$ cat src/core/rit_pkg.sv
// shared constants for the requester identity tagging block
package rit_pkg;
  // register bus geometry
  localparam int ADDR_W = 8;
  localparam int DATA_W = 32;
  localparam logic [7:0] OFF_CONTROL = 8'h00;
  localparam logic [7:0] OFF_STATUS = 8'h04;
  localparam logic [1:0] RESP_OKAY = 2'h0;
  localparam logic [1:0] RESP_SLVERR = 2'h2;
  // control register fields
  localparam int CTL_CLEAR_SEEN_BIT = 0;
  // status register fields
  localparam int STS_HOLD_ID_LSB = 0;
  localparam int STS_HOLD_PAR_BIT = 2;
  localparam int STS_LOAD_SEEN_BIT = 3;
  localparam int STS_ACCEPT_BIT = 4;
  localparam int STS_REMEMBER_BIT = 5;
  // identity hold register reset: identity clear, parity set
  localparam logic [1:0] HOLD_ID_RESET = 2'h0;
  localparam logic HOLD_PAR_RESET = 1'b1;
  // inbound data bit carrying channel end
  localparam int CHANNEL_END_BIT = 4;
  localparam logic [7:0] STATUS_ALL_ZERO = 8'h00;
  // condition code sent with release
  localparam logic [1:0] CONDITION_CODE_VALUE_RELEASE = 2'h0;
  localparam logic [1:0] TAG_IDLE = 2'h0;
endpackage : rit_pkg

$ cat src/core/rit_axil_slave.sv
`timescale 1ns/1ns
`default_nettype none
// axi4-lite slave: one write and one read at a time, fixed latency
module rit_axil_slave (
  // clock and reset
  input wire logic clk_in,
  input wire logic rst_n_in,
  // write address and data
  input wire logic [7:0] awaddr_in,
  input wire logic awvalid_in,
  output logic awready_out,
  input wire logic [31:0] wdata_in,
  input wire logic [3:0] wstrb_in,
  input wire logic wvalid_in,
  output logic wready_out,
  // write response
  output logic [1:0] bresp_out,
  output logic bvalid_out,
  input wire logic bready_in,
  // read channels
  input wire logic [7:0] araddr_in,
  input wire logic arvalid_in,
  output logic arready_out,
  output logic [31:0] rdata_out,
  output logic [1:0] rresp_out,
  output logic rvalid_out,
  input wire logic rready_in,
  // register file side
  output logic wr_pulse_out,
  output logic [7:0] wr_addr_out,
  output logic [31:0] wr_data_out,
  output logic [3:0] wr_strb_out,
  output logic [7:0] rd_addr_out,
  input wire logic [31:0] rd_data_in,
  input wire logic rd_hit_in,
  input wire logic wr_hit_in
);
  typedef struct packed {
    logic aw_full;
    logic w_full;
    logic [7:0] awaddr;
    logic [31:0] wdata;
    logic [3:0] wstrb;
    logic bvalid;
    logic [1:0] bresp;
    logic wr_pulse;
    logic rvalid;
    logic [31:0] rdata;
    logic [1:0] rresp;
    logic aw_rdy;
    logic w_rdy;
    logic ar_rdy;
  } rit_axil_state_t;

  rit_axil_state_t st;
  rit_axil_state_t next_st;

  // ready is only offered while the holding slot is empty
  assign awready_out = st.aw_rdy;
  assign wready_out = st.w_rdy;
  assign arready_out = st.ar_rdy;
  assign bvalid_out = st.bvalid;
  assign bresp_out = st.bresp;
  assign rvalid_out = st.rvalid;
  assign rdata_out = st.rdata;
  assign rresp_out = st.rresp;
  assign wr_pulse_out = st.wr_pulse;
  assign wr_addr_out = st.awaddr;
  assign wr_data_out = st.wdata;
  assign wr_strb_out = st.wstrb;
  assign rd_addr_out = araddr_in;

  // address and data may come in either order; the write fires once both sit
  always_comb begin
    next_st = st;
    next_st.wr_pulse = 1'b0;
    if (awvalid_in && !st.aw_full) begin
      next_st.aw_full = 1'b1;
      next_st.awaddr = awaddr_in;
    end
    if (wvalid_in && !st.w_full) begin
      next_st.w_full = 1'b1;
      next_st.wdata = wdata_in;
      next_st.wstrb = wstrb_in;
    end
    if (st.aw_full && st.w_full && !st.bvalid && !st.wr_pulse) begin
      next_st.wr_pulse = 1'b1;
      next_st.bvalid = 1'b1;
      next_st.bresp = wr_hit_in ? rit_pkg::RESP_OKAY : rit_pkg::RESP_SLVERR;
    end
    if (st.bvalid && bready_in) begin
      next_st.bvalid = 1'b0;
      next_st.aw_full = 1'b0;
      next_st.w_full = 1'b0;
    end
    if (arvalid_in && !st.rvalid) begin
      next_st.rvalid = 1'b1;
      next_st.rdata = rd_hit_in ? rd_data_in : 32'h0000_0000;
      next_st.rresp = rd_hit_in ? rit_pkg::RESP_OKAY : rit_pkg::RESP_SLVERR;
    end else if (st.rvalid && rready_in) begin
      next_st.rvalid = 1'b0;
    end
    // readies kept in flops so the bus sees no gate between flop and pin
    next_st.aw_rdy = !next_st.aw_full;
    next_st.w_rdy = !next_st.w_full;
    next_st.ar_rdy = !next_st.rvalid;
  end

  // state register
  always_ff @(posedge clk_in) begin
    if (!rst_n_in) begin
      st <= '0;
      st.aw_rdy <= 1'b1;
      st.w_rdy <= 1'b1;
      st.ar_rdy <= 1'b1;
    end else begin
      st <= next_st;
    end
  end
endmodule // rit_axil_slave
`default_nettype wire

$ cat src/core/rit_start_accept.sv
`timescale 1ns/1ns
`default_nettype none
// start-i/o accept latch and remembered-start latch
module rit_start_accept (
  // clock and reset
  input wire logic clk_in,
  input wire logic rst_n_in,
  // channel sequencing
  input wire logic start_io_in,
  input wire logic sequence_one_in,
  input wire logic sequence_five_in,
  input wire logic status_in_in,
  input wire logic timing_pulse_two_in,
  input wire logic [7:0] status_byte_in,
  input wire logic chain_command_first_stage_in,
  input wire logic [7:0] inbound_data_in,
  // latch outputs
  output logic accept_out,
  output logic remember_out
);
  typedef struct packed {
    logic accept;
    logic remember;
    logic start_d;
  } rit_sa_state_t;

  rit_sa_state_t st;
  rit_sa_state_t next_st;
  logic set_status_ok;
  logic set_cmd_immediate;

  assign accept_out = st.accept;
  assign remember_out = st.remember;

  // device free: status all zero in sequence one at timing pulse two
  assign set_status_ok = start_io_in && sequence_one_in && !sequence_five_in && status_in_in &&
                         timing_pulse_two_in && (status_byte_in == rit_pkg::STATUS_ALL_ZERO);
  // command immediate: channel end on inbound data during first chain stage
  assign set_cmd_immediate = start_io_in && chain_command_first_stage_in &&
                             inbound_data_in[rit_pkg::CHANNEL_END_BIT];

  // accept holds while start-i/o stays active; remembered start lives from start until release, or until start-i/o drops if that comes first
  always_comb begin
    next_st = st;
    next_st.start_d = start_io_in;
    next_st.accept = set_status_ok || set_cmd_immediate || (st.accept && start_io_in);
    if (!start_io_in || st.accept) begin
      next_st.remember = 1'b0;
    end else if (!st.start_d) begin
      next_st.remember = 1'b1;
    end
  end

  // state register
  always_ff @(posedge clk_in) begin
    if (!rst_n_in) begin
      st <= '0;
    end else begin
      st <= next_st;
    end
  end
endmodule // rit_start_accept
`default_nettype wire

$ cat src/core/rit_top.sv
`timescale 1ns/1ns
`default_nettype none
module rit_top (
  // clock and reset
  input wire logic clk_in,
  input wire logic rst_n_in,
  // axi4-lite write address and data
  input wire logic [7:0] s_axi_awaddr_in,
  input wire logic s_axi_awvalid_in,
  output logic s_axi_awready_out,
  input wire logic [31:0] s_axi_wdata_in,
  input wire logic [3:0] s_axi_wstrb_in,
  input wire logic s_axi_wvalid_in,
  output logic s_axi_wready_out,
  // axi4-lite write response
  output logic [1:0] s_axi_bresp_out,
  output logic s_axi_bvalid_out,
  input wire logic s_axi_bready_in,
  // axi4-lite read
  input wire logic [7:0] s_axi_araddr_in,
  input wire logic s_axi_arvalid_in,
  output logic s_axi_arready_out,
  output logic [31:0] s_axi_rdata_out,
  output logic [1:0] s_axi_rresp_out,
  output logic s_axi_rvalid_out,
  input wire logic s_axi_rready_in,
  // processor side identity lines
  input wire logic [1:0] originator_identity_in,
  input wire logic originator_identity_parity_in,
  // channel sequencing
  input wire logic initial_program_load_setup_in,
  input wire logic start_io_in,
  input wire logic sequence_one_in,
  input wire logic sequence_five_in,
  input wire logic status_in_in,
  input wire logic timing_pulse_two_in,
  input wire logic timing_pulse_four_in,
  input wire logic [7:0] status_byte_in,
  input wire logic chain_command_first_stage_in,
  input wire logic [7:0] inbound_data_in,
  // storage cycle latches
  input wire logic storage_request_latch_in,
  input wire logic interrupt_storage_request_latch_in,
  input wire logic logout_inhibit_in,
  input wire logic fixed_address_latch_in,
  // storage controller tag lines
  output logic [1:0] request_owner_tag_out,
  output logic request_owner_tag_parity_out,
  // processor side answer
  output logic release_out,
  output logic [1:0] condition_code_value_out,
  output logic identity_load_enable_out
);
  typedef struct packed {
    logic [1:0] hold_id;
    logic hold_par;
    logic [1:0] tag;
    logic tag_par;
    logic load_seen;
    logic load_en;
    logic release_q;
    logic [1:0] condition_code_value;
  } rit_state_t;

  rit_state_t st;
  rit_state_t next_st;

  // register file wires
  logic wr_pulse;
  logic [7:0] wr_addr;
  logic [31:0] wr_data;
  logic [3:0] wr_strb;
  logic [7:0] rd_addr;
  logic [31:0] rd_data;
  logic rd_hit;
  logic wr_hit;
  logic clear_seen;

  // latch outputs from the start unit
  logic accept_latch;
  logic remember_latch;

  // tag path decode
  logic load_now;
  logic pass_logout;
  logic pass_status_store;
  logic pass_start_fetch;
  logic pass_through;

  rit_axil_slave u_bus (
    .clk_in(clk_in),
    .rst_n_in(rst_n_in),
    .awaddr_in(s_axi_awaddr_in),
    .awvalid_in(s_axi_awvalid_in),
    .awready_out(s_axi_awready_out),
    .wdata_in(s_axi_wdata_in),
    .wstrb_in(s_axi_wstrb_in),
    .wvalid_in(s_axi_wvalid_in),
    .wready_out(s_axi_wready_out),
    .bresp_out(s_axi_bresp_out),
    .bvalid_out(s_axi_bvalid_out),
    .bready_in(s_axi_bready_in),
    .araddr_in(s_axi_araddr_in),
    .arvalid_in(s_axi_arvalid_in),
    .arready_out(s_axi_arready_out),
    .rdata_out(s_axi_rdata_out),
    .rresp_out(s_axi_rresp_out),
    .rvalid_out(s_axi_rvalid_out),
    .rready_in(s_axi_rready_in),
    .wr_pulse_out(wr_pulse),
    .wr_addr_out(wr_addr),
    .wr_data_out(wr_data),
    .wr_strb_out(wr_strb),
    .rd_addr_out(rd_addr),
    .rd_data_in(rd_data),
    .rd_hit_in(rd_hit),
    .wr_hit_in(wr_hit)
  );

  rit_start_accept u_start (
    .clk_in(clk_in),
    .rst_n_in(rst_n_in),
    .start_io_in(start_io_in),
    .sequence_one_in(sequence_one_in),
    .sequence_five_in(sequence_five_in),
    .status_in_in(status_in_in),
    .timing_pulse_two_in(timing_pulse_two_in),
    .status_byte_in(status_byte_in),
    .chain_command_first_stage_in(chain_command_first_stage_in),
    .inbound_data_in(inbound_data_in),
    .accept_out(accept_latch),
    .remember_out(remember_latch)
  );

  // register decode; the status word is read only, writes to it answer slverr
  assign wr_hit = (wr_addr == rit_pkg::OFF_CONTROL);
  assign rd_hit = (rd_addr == rit_pkg::OFF_CONTROL) || (rd_addr == rit_pkg::OFF_STATUS);
  assign clear_seen = wr_pulse && wr_hit && wr_strb[0] && wr_data[rit_pkg::CTL_CLEAR_SEEN_BIT];

  // read mux: control reads as zero since its only bit is a strobe
  always_comb begin
    rd_data = 32'h0000_0000;
    if (rd_addr == rit_pkg::OFF_STATUS) begin
      rd_data[rit_pkg::STS_HOLD_ID_LSB +: 2] = st.hold_id;
      rd_data[rit_pkg::STS_HOLD_PAR_BIT] = st.hold_par;
      rd_data[rit_pkg::STS_LOAD_SEEN_BIT] = st.load_seen;
      rd_data[rit_pkg::STS_ACCEPT_BIT] = accept_latch;
      rd_data[rit_pkg::STS_REMEMBER_BIT] = remember_latch;
    end
  end

  // gating of the load: program-load setup start or accepted start-i/o at pulse two
  assign load_now = initial_program_load_setup_in ||
                    (accept_latch && timing_pulse_two_in && !timing_pulse_four_in);

  // cycles whose tag comes straight from the incoming identity lines
  assign pass_logout = logout_inhibit_in && interrupt_storage_request_latch_in;
  assign pass_status_store = fixed_address_latch_in && interrupt_storage_request_latch_in;
  assign pass_start_fetch = remember_latch && storage_request_latch_in;
  assign pass_through = pass_logout || pass_status_store || pass_start_fetch;

  // next state; tagging runs on its own and feeds nothing back into sequencing
  always_comb begin
    next_st = st;
    next_st.load_en = load_now;
    // hold register captures lines only on a load; a pass-through cycle without a load leaves it unchanged
    if (load_now) begin
      next_st.hold_id = originator_identity_in;
      next_st.hold_par = originator_identity_parity_in;
    end
    // tag selection; parity travels with its bits, the controller checks it
    if (pass_through) begin
      next_st.tag = originator_identity_in;
      next_st.tag_par = originator_identity_parity_in;
    end else if (storage_request_latch_in) begin
      next_st.tag = st.hold_id;
      next_st.tag_par = st.hold_par;
    end else begin
      next_st.tag = rit_pkg::TAG_IDLE;
      next_st.tag_par = 1'b0;
    end
    // release and code zero follow the accept latch
    next_st.release_q = accept_latch;
    next_st.condition_code_value = rit_pkg::CONDITION_CODE_VALUE_RELEASE;
    // sticky load indicator: a new load wins over a software clear
    if (load_now) begin
      next_st.load_seen = 1'b1;
    end else if (clear_seen) begin
      next_st.load_seen = 1'b0;
    end
  end

  // state register with synchronous reset
  always_ff @(posedge clk_in) begin
    if (!rst_n_in) begin
      st <= '0;
      st.hold_id <= rit_pkg::HOLD_ID_RESET;
      st.hold_par <= rit_pkg::HOLD_PAR_RESET;
    end else begin
      st <= next_st;
    end
  end

  // outputs straight from flops
  assign request_owner_tag_out = st.tag;
  assign request_owner_tag_parity_out = st.tag_par;
  assign release_out = st.release_q;
  assign condition_code_value_out = st.condition_code_value;
  assign identity_load_enable_out = st.load_en;
endmodule // rit_top
`default_nettype wire

$ cat config.mk
export PLATFORM = sky130hd
export DESIGN_NAME = rit_top
export DESIGN_NICKNAME = d
export VERILOG_FILES = /design/src/core/rit_pkg.sv /design/src/core/rit_axil_slave.sv /design/src/core/rit_start_accept.sv /design/src/core/rit_top.sv
export SDC_FILE = /design/constraint.sdc
export NUM_CORES = 1
export LEC_CHECK = 0
export ABC_AREA = 1
export BUFFER_PORTS_ARGS = -buffer_cell sky130_fd_sc_hd__buf_2
export CORE_UTILIZATION = 30
export CTS_BUF_LIST = sky130_fd_sc_hd__clkbuf_2 sky130_fd_sc_hd__clkbuf_4 sky130_fd_sc_hd__clkbuf_8
export DETAILED_ROUTE_END_ITERATION = 8
export SETUP_SLACK_MARGIN = 0.02
export SLEW_MARGIN = 20
export SYNTH_ARGS = -nofsm -noshare
export SYNTH_HDL_FRONTEND = slang
export SYNTH_HIERARCHICAL = 1
export SYNTH_SLANG_ARGS = --single-unit
$ cat constraint.sdc
create_clock -name clk_in -period 2.8 [get_ports clk_in]
set_clock_uncertainty 0.05 [all_clocks]
set_input_delay 0.56 -clock clk_in [delete_from_list [all_inputs] [get_ports clk_in]]
set_output_delay 0.56 -clock clk_in [all_outputs]
set_load 0.005 [all_outputs]
# --- Yosys cells after proc, flatten, opt, wreduce, memory -nomap -nowiden ---
# Index checks and enable logic that the tools add are counted.
# W data, S select, Z words.
totals:
  output_inout_bits: 48
  word_cells: 89
  reg_bits: 68
  input_bits: 90
classes:
  muxes: 14
  n_eq_ne: 1
  bitwise_logic: 1
  n_reduce_logical: 48
ops:
  columns: ["cell", "n"]
  rows:
  - ["$logic_and A1 B1 Y1", 24]
  - ["$logic_not A8 Y1", 3]
  - ["$mux W6", 2]
  - ["$logic_not A1 Y1", 11]
  - ["$eq A8 B3 Y1 const B", 1]
  - ["$logic_or A1 B1 Y1", 7]
  - ["$mux W1", 7]
  - ["$mux W2", 3]
  - ["$mux W3", 2]
  - ["$reduce_or A2 Y1", 2]
  - ["$reduce_bool A2 Y1", 1]
  - ["$not A1 Y1", 1]

# --- Depth between registers and ports, before layout ---
# Gate-level depths: netlist (run 1).
depth:
  depth_word: 7
  mapped_depth: 8
  depth_no_buf: 6

# --- By module ---
# The synthesis (run 1) kept the hierarchy.
by_module_without_submodules:
  columns: ["module", "instances", "area_each_um2", "seq_area_each_um2", "cells_per_inst"]
  rows:
  - ["rit_axil_slave", 1, 3791.1, 1721.7, 466]
  - ["rit_top", 1, 521.8, 180.2, 81]
  - ["rit_start_accept", 1, 165.2, 60.1, 28]

# --- Worst setup path after synthesis (run 1) ---
# OpenSTA, ideal clock, no wires.
synth_timing:
  path_type: "input to register"
  from: "input s_axi_araddr_in[1]"
  to: "register u_bus.st, in the netlist u_bus/rdata_out[2]"
  path_slack_ns: 1.150
  t_arrival_ns: 1.530
  required_ns: 2.680
  path_stages: 7
  path_buffers: 3
  path_cell_list: "buf_4 nor3_2 and3_2 buf_4 buf_2 nand4_1 a21oi_1"
synth_via:
  elab_chain_cells: 3
  word_cells_on_any_way: 5
synth_lines:
  columns: ["item", "line_no", "source"]
  rows:
  - ["start: declaration", "rit_top.sv:20", "input wire logic [7:0] s_axi_araddr_in,"]
  - ["$eq A8 B3 Y1 / $logic_not A8 Y1 (equally long branches)", "rit_top.sv:137", "assign rd_hit = (rd_addr == rit_pkg::OFF_CONTROL) || (rd_addr == rit_pkg::OFF_STATUS);"]
  - ["$logic_or A1 B1 Y1 *", "rit_top.sv:137", null]
  - ["via rd_hit", "rit_top.sv:75", "logic rd_hit;"]
  - ["$mux W6 *", "rit_axil_slave.sv:98", "next_st.rdata = rd_hit_in ? rd_data_in : 32'h0000_0000;"]
  - ["end signal: assignment", "rit_axil_slave.sv:117", "st <= next_st;"]
  - ["end: declaration", "rit_axil_slave.sv:55", "rit_axil_state_t st;"]
# Mark *: on every way through the listed nets, which the timed path passes. The rest lies on a longest branch.
# A chain may end at the register's enable or synchronous reset.

# --- Worst setup path after layout (run 1) ---
layout_timing:
  from: "register u_bus.st, in the netlist u_bus/rvalid_out"
  to: "register u_bus.st, in the netlist u_bus/rresp_out[1]"
layout_via:
  elab_chain_cells: 2
layout_lines:
  columns: ["item", "line_no", "source"]
  rows:
  - ["$logic_not A1 Y1", "rit_axil_slave.sv:96", "if (arvalid_in && !st.rvalid) begin"]
  - ["$logic_and A1 B1 Y1", "rit_axil_slave.sv:96", null]
# Every way passes these cells.

==> out/qor.txt, run 1 <==
final WL: 5.92 mm
WL met3: 303 µm
routed vias: 2,453
Final Critical Period: 1620 ps
Hold Fails Final Rpt: 0
smallest setup slack after layout: 1180 ps
NetSw: 0.482 mW
total power: 2.04 mW
Flop pwr share: 47.1%
maxcap violations: 0
Ports: 138
n_diodes: 0
CTS tree: done
Final setup viols: 0
grt total ovfl: 0
Die Y: 103 µm
RR Startpoint: u_bus/rvalid_out
Worst setup endpoint: u_bus/rresp_out[1]
Max clock buf depth: 2
global-route wire length before repair: 9.65 mm
area grow syn2layout: 11.9%
Max Slew Vio Count: 0
logic gate share of total power: 8.8%
top sig layer: met4
gp weighted congestion: 0.808
Worst-Skew Late Latency: 330 ps
period utilization: 57.9%
antenna viol nets, final: 0
static leakage: 1.68 nW
# DRC: 0
Hold Crit Class: reg2reg
PwrDens: 593 nW/µm²
Slew headroom: 59.4%
share of layout cells above drive strength 1: 27.0%
critical path startpoint: u_bus/rvalid_out
total internal power: 1.56 mW
NumNets Final: 541
DR pass1 iterations: 4
Worst EP arrival: 1800 ps
H-tree Lvls: 3
setup TNS: 0 ps
Iteration-0 DRC Markers: 53
post-place setup slack: 899 ps
row count: 36
vias in the first global route: 2,223
largest net degree at the start of global routing: 35
Post-CTS Hold Fix Bufs: 0
DR WL met2: 2.69 mm
IO Port Bufs: 92
Crit Path Category: reg2reg
Inserted Clock Buffers: 9
Mapped Area: 3080 µm²
# fillers: 1,052
Tot GR Track Use: 11.8%
DP HPWL: 4.15 mm
postcts setup bufs: 0
Die Wd: 103 µm
clock network power share: 44.2%
clock sink count: 64
CP Capture Type: flop
full die area: 10,700 µm²
Clock Pin Slew Worst Setup and Hold Paths: 70 ps
Finished Core Util: 34.9%
Slew @ Worst Pin: 609 ps
Yosys warnings: 6
initial antenna violation count: 0
Placeable Area: 9860 µm²
R2R cell count: 6
post-cts sizing count: 0
FF-to-FF setup slack: 1180 ps
Fmax: 617 MHz
unrepaired setup endpoints after global routing: false
Mean Syn Cell Area: 7.67 µm²
CP Max Fanout: 34
Root Buffer: clkbuf_8
worst path required time: 2980 ps
status: finished, final reports clean
DR WL/cell: 10.0 µm
sw frac: 23.6%
initial core utilization: 31.2%
worst vdd ir: 0.267 mV
vias per inst: 4.16
critical path launch point type: flop
Worst R2R End: u_bus/rresp_out[1]
Cells after Synth: 401
Met1 Routed Length: 2.81 mm
[worst min-delay path by stage]
stage                                end  depth (start not counted)                          start  slack, ps
CTS                 u_start/remember_out                          1                  u_start/st[0]        360
global route                       st[8]                          3  originator_identity_parity_in        380
detailed placement  u_start/remember_out                          1                  u_start/st[0]        350
finish              u_start/remember_out                          1                  u_start/st[0]        360
global placement    u_start/remember_out                          1                  u_start/st[0]        350
floorplan           u_start/remember_out                          1                  u_start/st[0]        350
[critical path: stages (launching register included)]
cell     delay [ps]
dfxtp_1         320
inv_2           420
nand2_4         350
inv_1           190
nand2_1          60
nand2_1          50
nor2_1           40
[routing by layer]
| metal | up-vias | GRT usage [%] |
|---|---|---|
| met5 | - | 0 |
| met4 | 0 | 5.74 |
| met3 | 13 | 3.83 |
| met2 | 56 | 19.7 |
| met1 | 1084 | 13.6 |
| li1 | 1300 | - |
[power groups by stage]
stage | clock [mW] | combinational (mW) | sequential [mW]
5_1_grt | 0.981 | 0.210 | 0.964
3_3_place_gp | 0 | 0.178 | 0.981
6_report | 0.901 | 0.179 | 0.960
3_5_place_dp | 0 | 0.181 | 0.981
2_1_floorplan | 0 | 0.162 | 0.979
4_1_cts | 0.939 | 0.182 | 0.960
[cells in the final DEF (no fill, tap or decap), drive strengths merged, types with 6 or more instances in the layout]
cell and count:
a21oi 39, o21ai 15, conb 30, buf 94, clkbuf 11, nand3 6, inv 38, nand4 35
nor2 45, dfxtp 64, nand2 68
[metrics by stage]
stage | hold WS (ps) | area (µm²) | instances
global placement | 350 | 3210 | 573
finish | 360 | 3440 | 589
floorplan | 345 | 3180 | 429
global route | 380 | 3440 | 589
detailed placement | 353 | 3210 | 573
CTS | 364 | 3440 | 589
[final cells by class]
type                            count  area, µm²  share of cell area [%]
Sequential cell                    64       1280                    37.2
Inverter                           38        148                    4.29
Clock buffer                       11        151                    4.40
Multi-Input combinational cell    244       1140                    33.2
Timing Repair Buffer               94        475                    13.8
Clock inverter                      5       78.8                    2.29
Tap cell                          133        166                    4.83
[state kept, by name (all words and copies together), names as in the netlist, 2 cells and up]
signal / flops
request_owner_tag_out: 2
st: 4
u_bus/rdata_out: 32
u_bus/st: 2
u_bus/wr_addr_out: 8
(Power assumes the default switching activity.)
==> inputs of run 2 (changes only) <==
==> constraint.sdc (replaced) <==
create_clock -name clk_in -period 1.4 [get_ports clk_in]
set_clock_uncertainty 0.05 [all_clocks]
set_input_delay 0.28 -clock clk_in [delete_from_list [all_inputs] [get_ports clk_in]]
set_output_delay 0.28 -clock clk_in [all_outputs]
set_load 0.005 [all_outputs]
==> run 2 against run 1 <==
Global-route usage rose by 0.65 points. Clock-buffer cell count did not move. Largest cell class unchanged. First-iteration DRC count shrank 36%. Via count rose by 1.6%.
==> out/qor.txt, run 2 (synthesis gave the netlist of run 1 again) <==
worst path required time: 1070 ps
RR Startpoint: u_bus/st[87]
global-route wire length before repair: 10.1 mm
Root Buffer: clkbuf_8
Hold Crit Class: in2reg
number of cells on the critical path: 1
commonest non-fill, non-tap cell in the layout: buf_2
Clock Pin Slew Worst Setup and Hold Paths: 70 ps
worst path bufs/invs: 1
Placeable Area: 9860 µm²
final WL: 6.18 mm
antenna viol nets, final: 0
row count: 36
critical path startpoint: u_bus/bvalid_out
worst vdd ir: 0.350 mV
full die area: 10,700 µm²
NumNets Final: 548
hold path startpoint: originator_identity_parity_in
Finished Core Util: 35.0%
share of layout cells above drive strength 1: 28.1%
status: finished, final reports clean
CP Capture Type: output port
Die Y: 103 µm
DR pass1 iterations: 4
Tot GR Track Use: 12.5%
Iteration-0 DRC Markers: 34
Worst-Skew Late Latency: 340 ps
CP Max Fanout: 4
Inserted Clock Buffers: 9
post-cts sizing count: 0
Hold Fails Final Rpt: 0
# DRC: 0
IO Port Bufs: 92
vias in the first global route: 2,316
gp weighted congestion: 0.807
most frequent cells in the layout: 92 x buf_2, 66 x nand2_1, 64 x dfxtp_1
critical path launch point type: flop
setup TNS: 0 ps
R2R cell count: 5
Crit Path Category: reg2out
H-tree Lvls: 3
max FFs per register: 32
Largest stage delay, worst path: 390 ps
largest net degree at the start of global routing: 34
vias per inst: 4.18
static leakage: 1.68 nW
unrepaired setup endpoints after global routing: false
DP HPWL: 4.52 mm
DR WL/cell: 10.4 µm
CTS tree: done
period utilization: 86.1%
Final setup viols: 0
postcts setup bufs: 0
hold_ws: 115 ps
PwrDens: 1080 nW/µm²
# fillers: 1,075
kind of cell adding the most delay to the critical path: flip-flops
n_diodes: 0
Max clock buf depth: 2
maxcap violations: 0
Final Critical Period: 1200 ps
initial core utilization: 31.2%
area grow syn2layout: 12.3%
Fmax: 830 MHz
Post-CTS Hold Fix Bufs: 0
Max Slew Vio Count: 0
routed vias: 2,493
critical path's slowest cell: dfxtp_1
clock sink count: 64
Ports: 138
initial antenna violation count: 0
Worst EP arrival: 870 ps
Die Wd: 103 µm
grt total ovfl: 0
crit path cell chain: buf_2
Cells on Worst Hold Path: 3
-- run 2: cell count changes in the layout (fill, tap and decap cells not counted) --
cell / before / now
buf_12: 0 / 1
clkinvlp_4: 0 / 3
bufinv_16: 2 / 0
clkinv_4: 1 / 0
clkbuf_8: 11 / 10
clkbuf_4: 0 / 1
buf_4: 2 / 8
-- run 2: final cells by class --
cell class                 count  area (µm²)  area share (%)
sequential                    64        1280            37.1
clock inverter                 5        32.5           0.942
tap                          133         166            4.82
inverter                      38         148            4.27
multi-input combinational    244        1140            33.0
clock buffer                  11         145            4.20
timing repair buffer         101         541            15.6
-- run 2: stage by stage --
step                      total power [mW]  area, µm²  setup slack (ps)  std cells
after CTS                             3.80       3450               169        596
after global placement                2.34       3280               102        580
after global routing                  3.95       3450              32.7        596
after detailed placement              2.35       3280              88.7        580
after floorplan                       2.28       3180              29.7        429
final                                 3.74       3450               195        596
-- run 2: worst paths after layout --
path,to,slack [ps]
max,s_axi_bvalid_out,200
min,st[8],120
max reg2reg,u_bus/wr_addr_out[2],250
min reg2reg,u_start/remember_out,370
-- run 2: per-layer routing --
| metal | up-vias | wire length, µm | track usage [%] |
|---|---|---|---|
| met3 | 10 | 331 | 3.83 |
| met2 | 57 | 2900 | 21.4 |
| met4 | 0 | 126 | 7.15 |
| met5 | - | 0 | 0 |
| met1 | 1113 | 2820 | 13.6 |
| li1 | 1313 | - | - |
-- run 2: report_power, final --
| group | switching [mW] | leakage, nW | internal [mW] |
|---|---|---|---|
| sequential | 0.0343 | 0.523 | 1.89 |
| clock | 0.735 | 0.0848 | 0.704 |
| combinational | 0.229 | 1.08 | 0.151 |
==> inputs of run 3 (changes only) <==
--- a/config.mk
+++ b/config.mk
@@ -8,8 +8,9 @@
 export ABC_AREA = 1
 export BUFFER_PORTS_ARGS = -buffer_cell sky130_fd_sc_hd__buf_2
 export CORE_UTILIZATION = 30
-export CTS_BUF_LIST = sky130_fd_sc_hd__clkbuf_2 sky130_fd_sc_hd__clkbuf_4 sky130_fd_sc_hd__clkbuf_8
+export CTS_BUF_LIST = sky130_fd_sc_hd__clkbuf_8
 export DETAILED_ROUTE_END_ITERATION = 8
+export GPL_TIMING_DRIVEN = 0
 export SETUP_SLACK_MARGIN = 0.02
 export SLEW_MARGIN = 20
 export SYNTH_ARGS = -nofsm -noshare
==> run 3 against run 2 <==
Fmax decreased by 1.9%. Cell area increased by 14%. Wire length increased by 2.0%. Core utilization increased by 4.9 points. Register-to-register slack improved by 30 ps. Sequential share of layout area decreased by 4.5 points. Sequential power about the same. Combinational power increased by 22%. Critical path depth increased by 1.
==> out/qor.txt, run 3 (synthesis gave the netlist of run 1 again) <==
Flop pwr share: 50.6%
period utilization: 87.7%
Die Wd: 103 µm
sw frac: 25.6%
worst vdd ir: 0.441 mV
n_diodes: 0
CP Capture Type: output port
worst path required time: 1070 ps
Clock Pin Slew Worst Setup and Hold Paths: 70 ps
grt total ovfl: 0
Ports: 138
vias per inst: 4.03
Post-CTS Hold Fix Bufs: 0
Inserted Clock Buffers: 9
clock sink count: 64
commonest non-fill, non-tap cell in the layout: buf_2
global-route wire length before repair: 10.5 mm
antenna viol nets, final: 0
total internal power: 2.83 mW
NetSw: 0.973 mW
area grow syn2layout: 27.9%
most frequent cells in the layout: 90 x buf_2, 67 x buf_4, 66 x nand2_1
setup TNS: 0 ps
Worst-Skew Late Latency: 330 ps
maxcap violations: 0
CP Max Fanout: 2
IO Port Bufs: 83
logic gate share of total power: 12.2%
final std cells w/o fill: 660
critical path launch point type: flop
# fillers: 1,060
CTS tree: done
Max Slew Vio Count: 0
NumNets Final: 613
Tot GR Track Use: 13.0%
DP HPWL: 4.81 mm
Iteration-0 DRC Markers: 104
Die Y: 103 µm
unrepaired setup endpoints after global routing: false
max FFs per register: 32
postcts setup bufs: 0
Max clock buf depth: 2
vias in the first global route: 2,390
gp weighted congestion: 0.805
status: finished, final reports clean
full die area: 10,700 µm²
H-tree Lvls: 3
Worst EP arrival: 900 ps
# DRC: 0
final WL: 6.30 mm
DR WL/cell: 9.54 µm
largest net degree at the start of global routing: 11
initial antenna violation count: 0
Fmax: 814 MHz
FF-to-FF setup slack: 280 ps
combined area of the multi-input logic cells: 1140 µm²
row count: 36
routed vias: 2,659
initial core utilization: 31.2%
Hold Fails Final Rpt: 0
share of layout cells above drive strength 1: 36.1%
Placeable Area: 9860 µm²
placed insts: 645
total power: 3.80 mW
Final Critical Period: 1230 ps
clock network power share: 37.2%
Crit Path Category: reg2out
Root Buffer: clkbuf_8
DR pass1 iterations: 4
Hold Crit Class: in2reg
Reg area: 1280 µm²
Final setup viols: 0
post-cts sizing count: 0
static leakage: 2.03 nW
PwrDens: 965 nW/µm²
## run 3: worst paths after layout
check                                      from                    to  cells after the start
hold / removal    originator_identity_parity_in                 st[8]                      3
setup reg to reg                   u_bus/st[87]  u_bus/wr_addr_out[2]                      5
setup / recovery            u_bus/rdata_out[21]   s_axi_rdata_out[21]                      2
hold reg to reg                   u_start/st[0]  u_start/remember_out                      1
## run 3: power by group through the flow
stage	Combinational, mW	Clock, mW	Sequential [mW]
after floorplan	0.324	0	1.96
after global placement	0.459	0	1.96
after detailed placement	0.467	0	1.96
after CTS	0.468	1.48	1.92
after global routing	0.532	1.55	1.93
final	0.463	1.41	1.92
## run 3: per-layer routing
metal  global-route usage (%)  part of all wire (%)  vias to the layer above
met1                     15.2                    46                     1151
met2                     22.5                    48                       54
met5                        0                     0                        -
met4                     4.88                   1.3                        0
li1                         -                     -                     1448
met3                     4.10                   4.5                        6
## run 3: critical path, cell delays in order (launching register included)
cell	delay, ps
dfxtp_1	330
buf_4	130
buf_2	110
## run 3: final cells by class
class	count	share of cell area, %
Sequential cell	64	32.6
Timing Repair Buffer	83	10.6
Clock inverter	4	0.541
Multi-Input combinational cell	244	29.0
Inverter	38	3.75
Tap cell	133	4.23
Clock buffer	11	3.85
Buffer	83	15.5
## run 3: metrics by stage
stage               hold slack, ps  util [%]  instance area, µm²  setup WS (ps)
finish                         127      39.9                3940            172
global route                   121      39.9                3940            109
CTS                            103      39.9                3940            149
detailed placement             354      38.1                3760           -135
global placement               349      38.1                3760          -95.6
floorplan                      343         -                3180           29.7
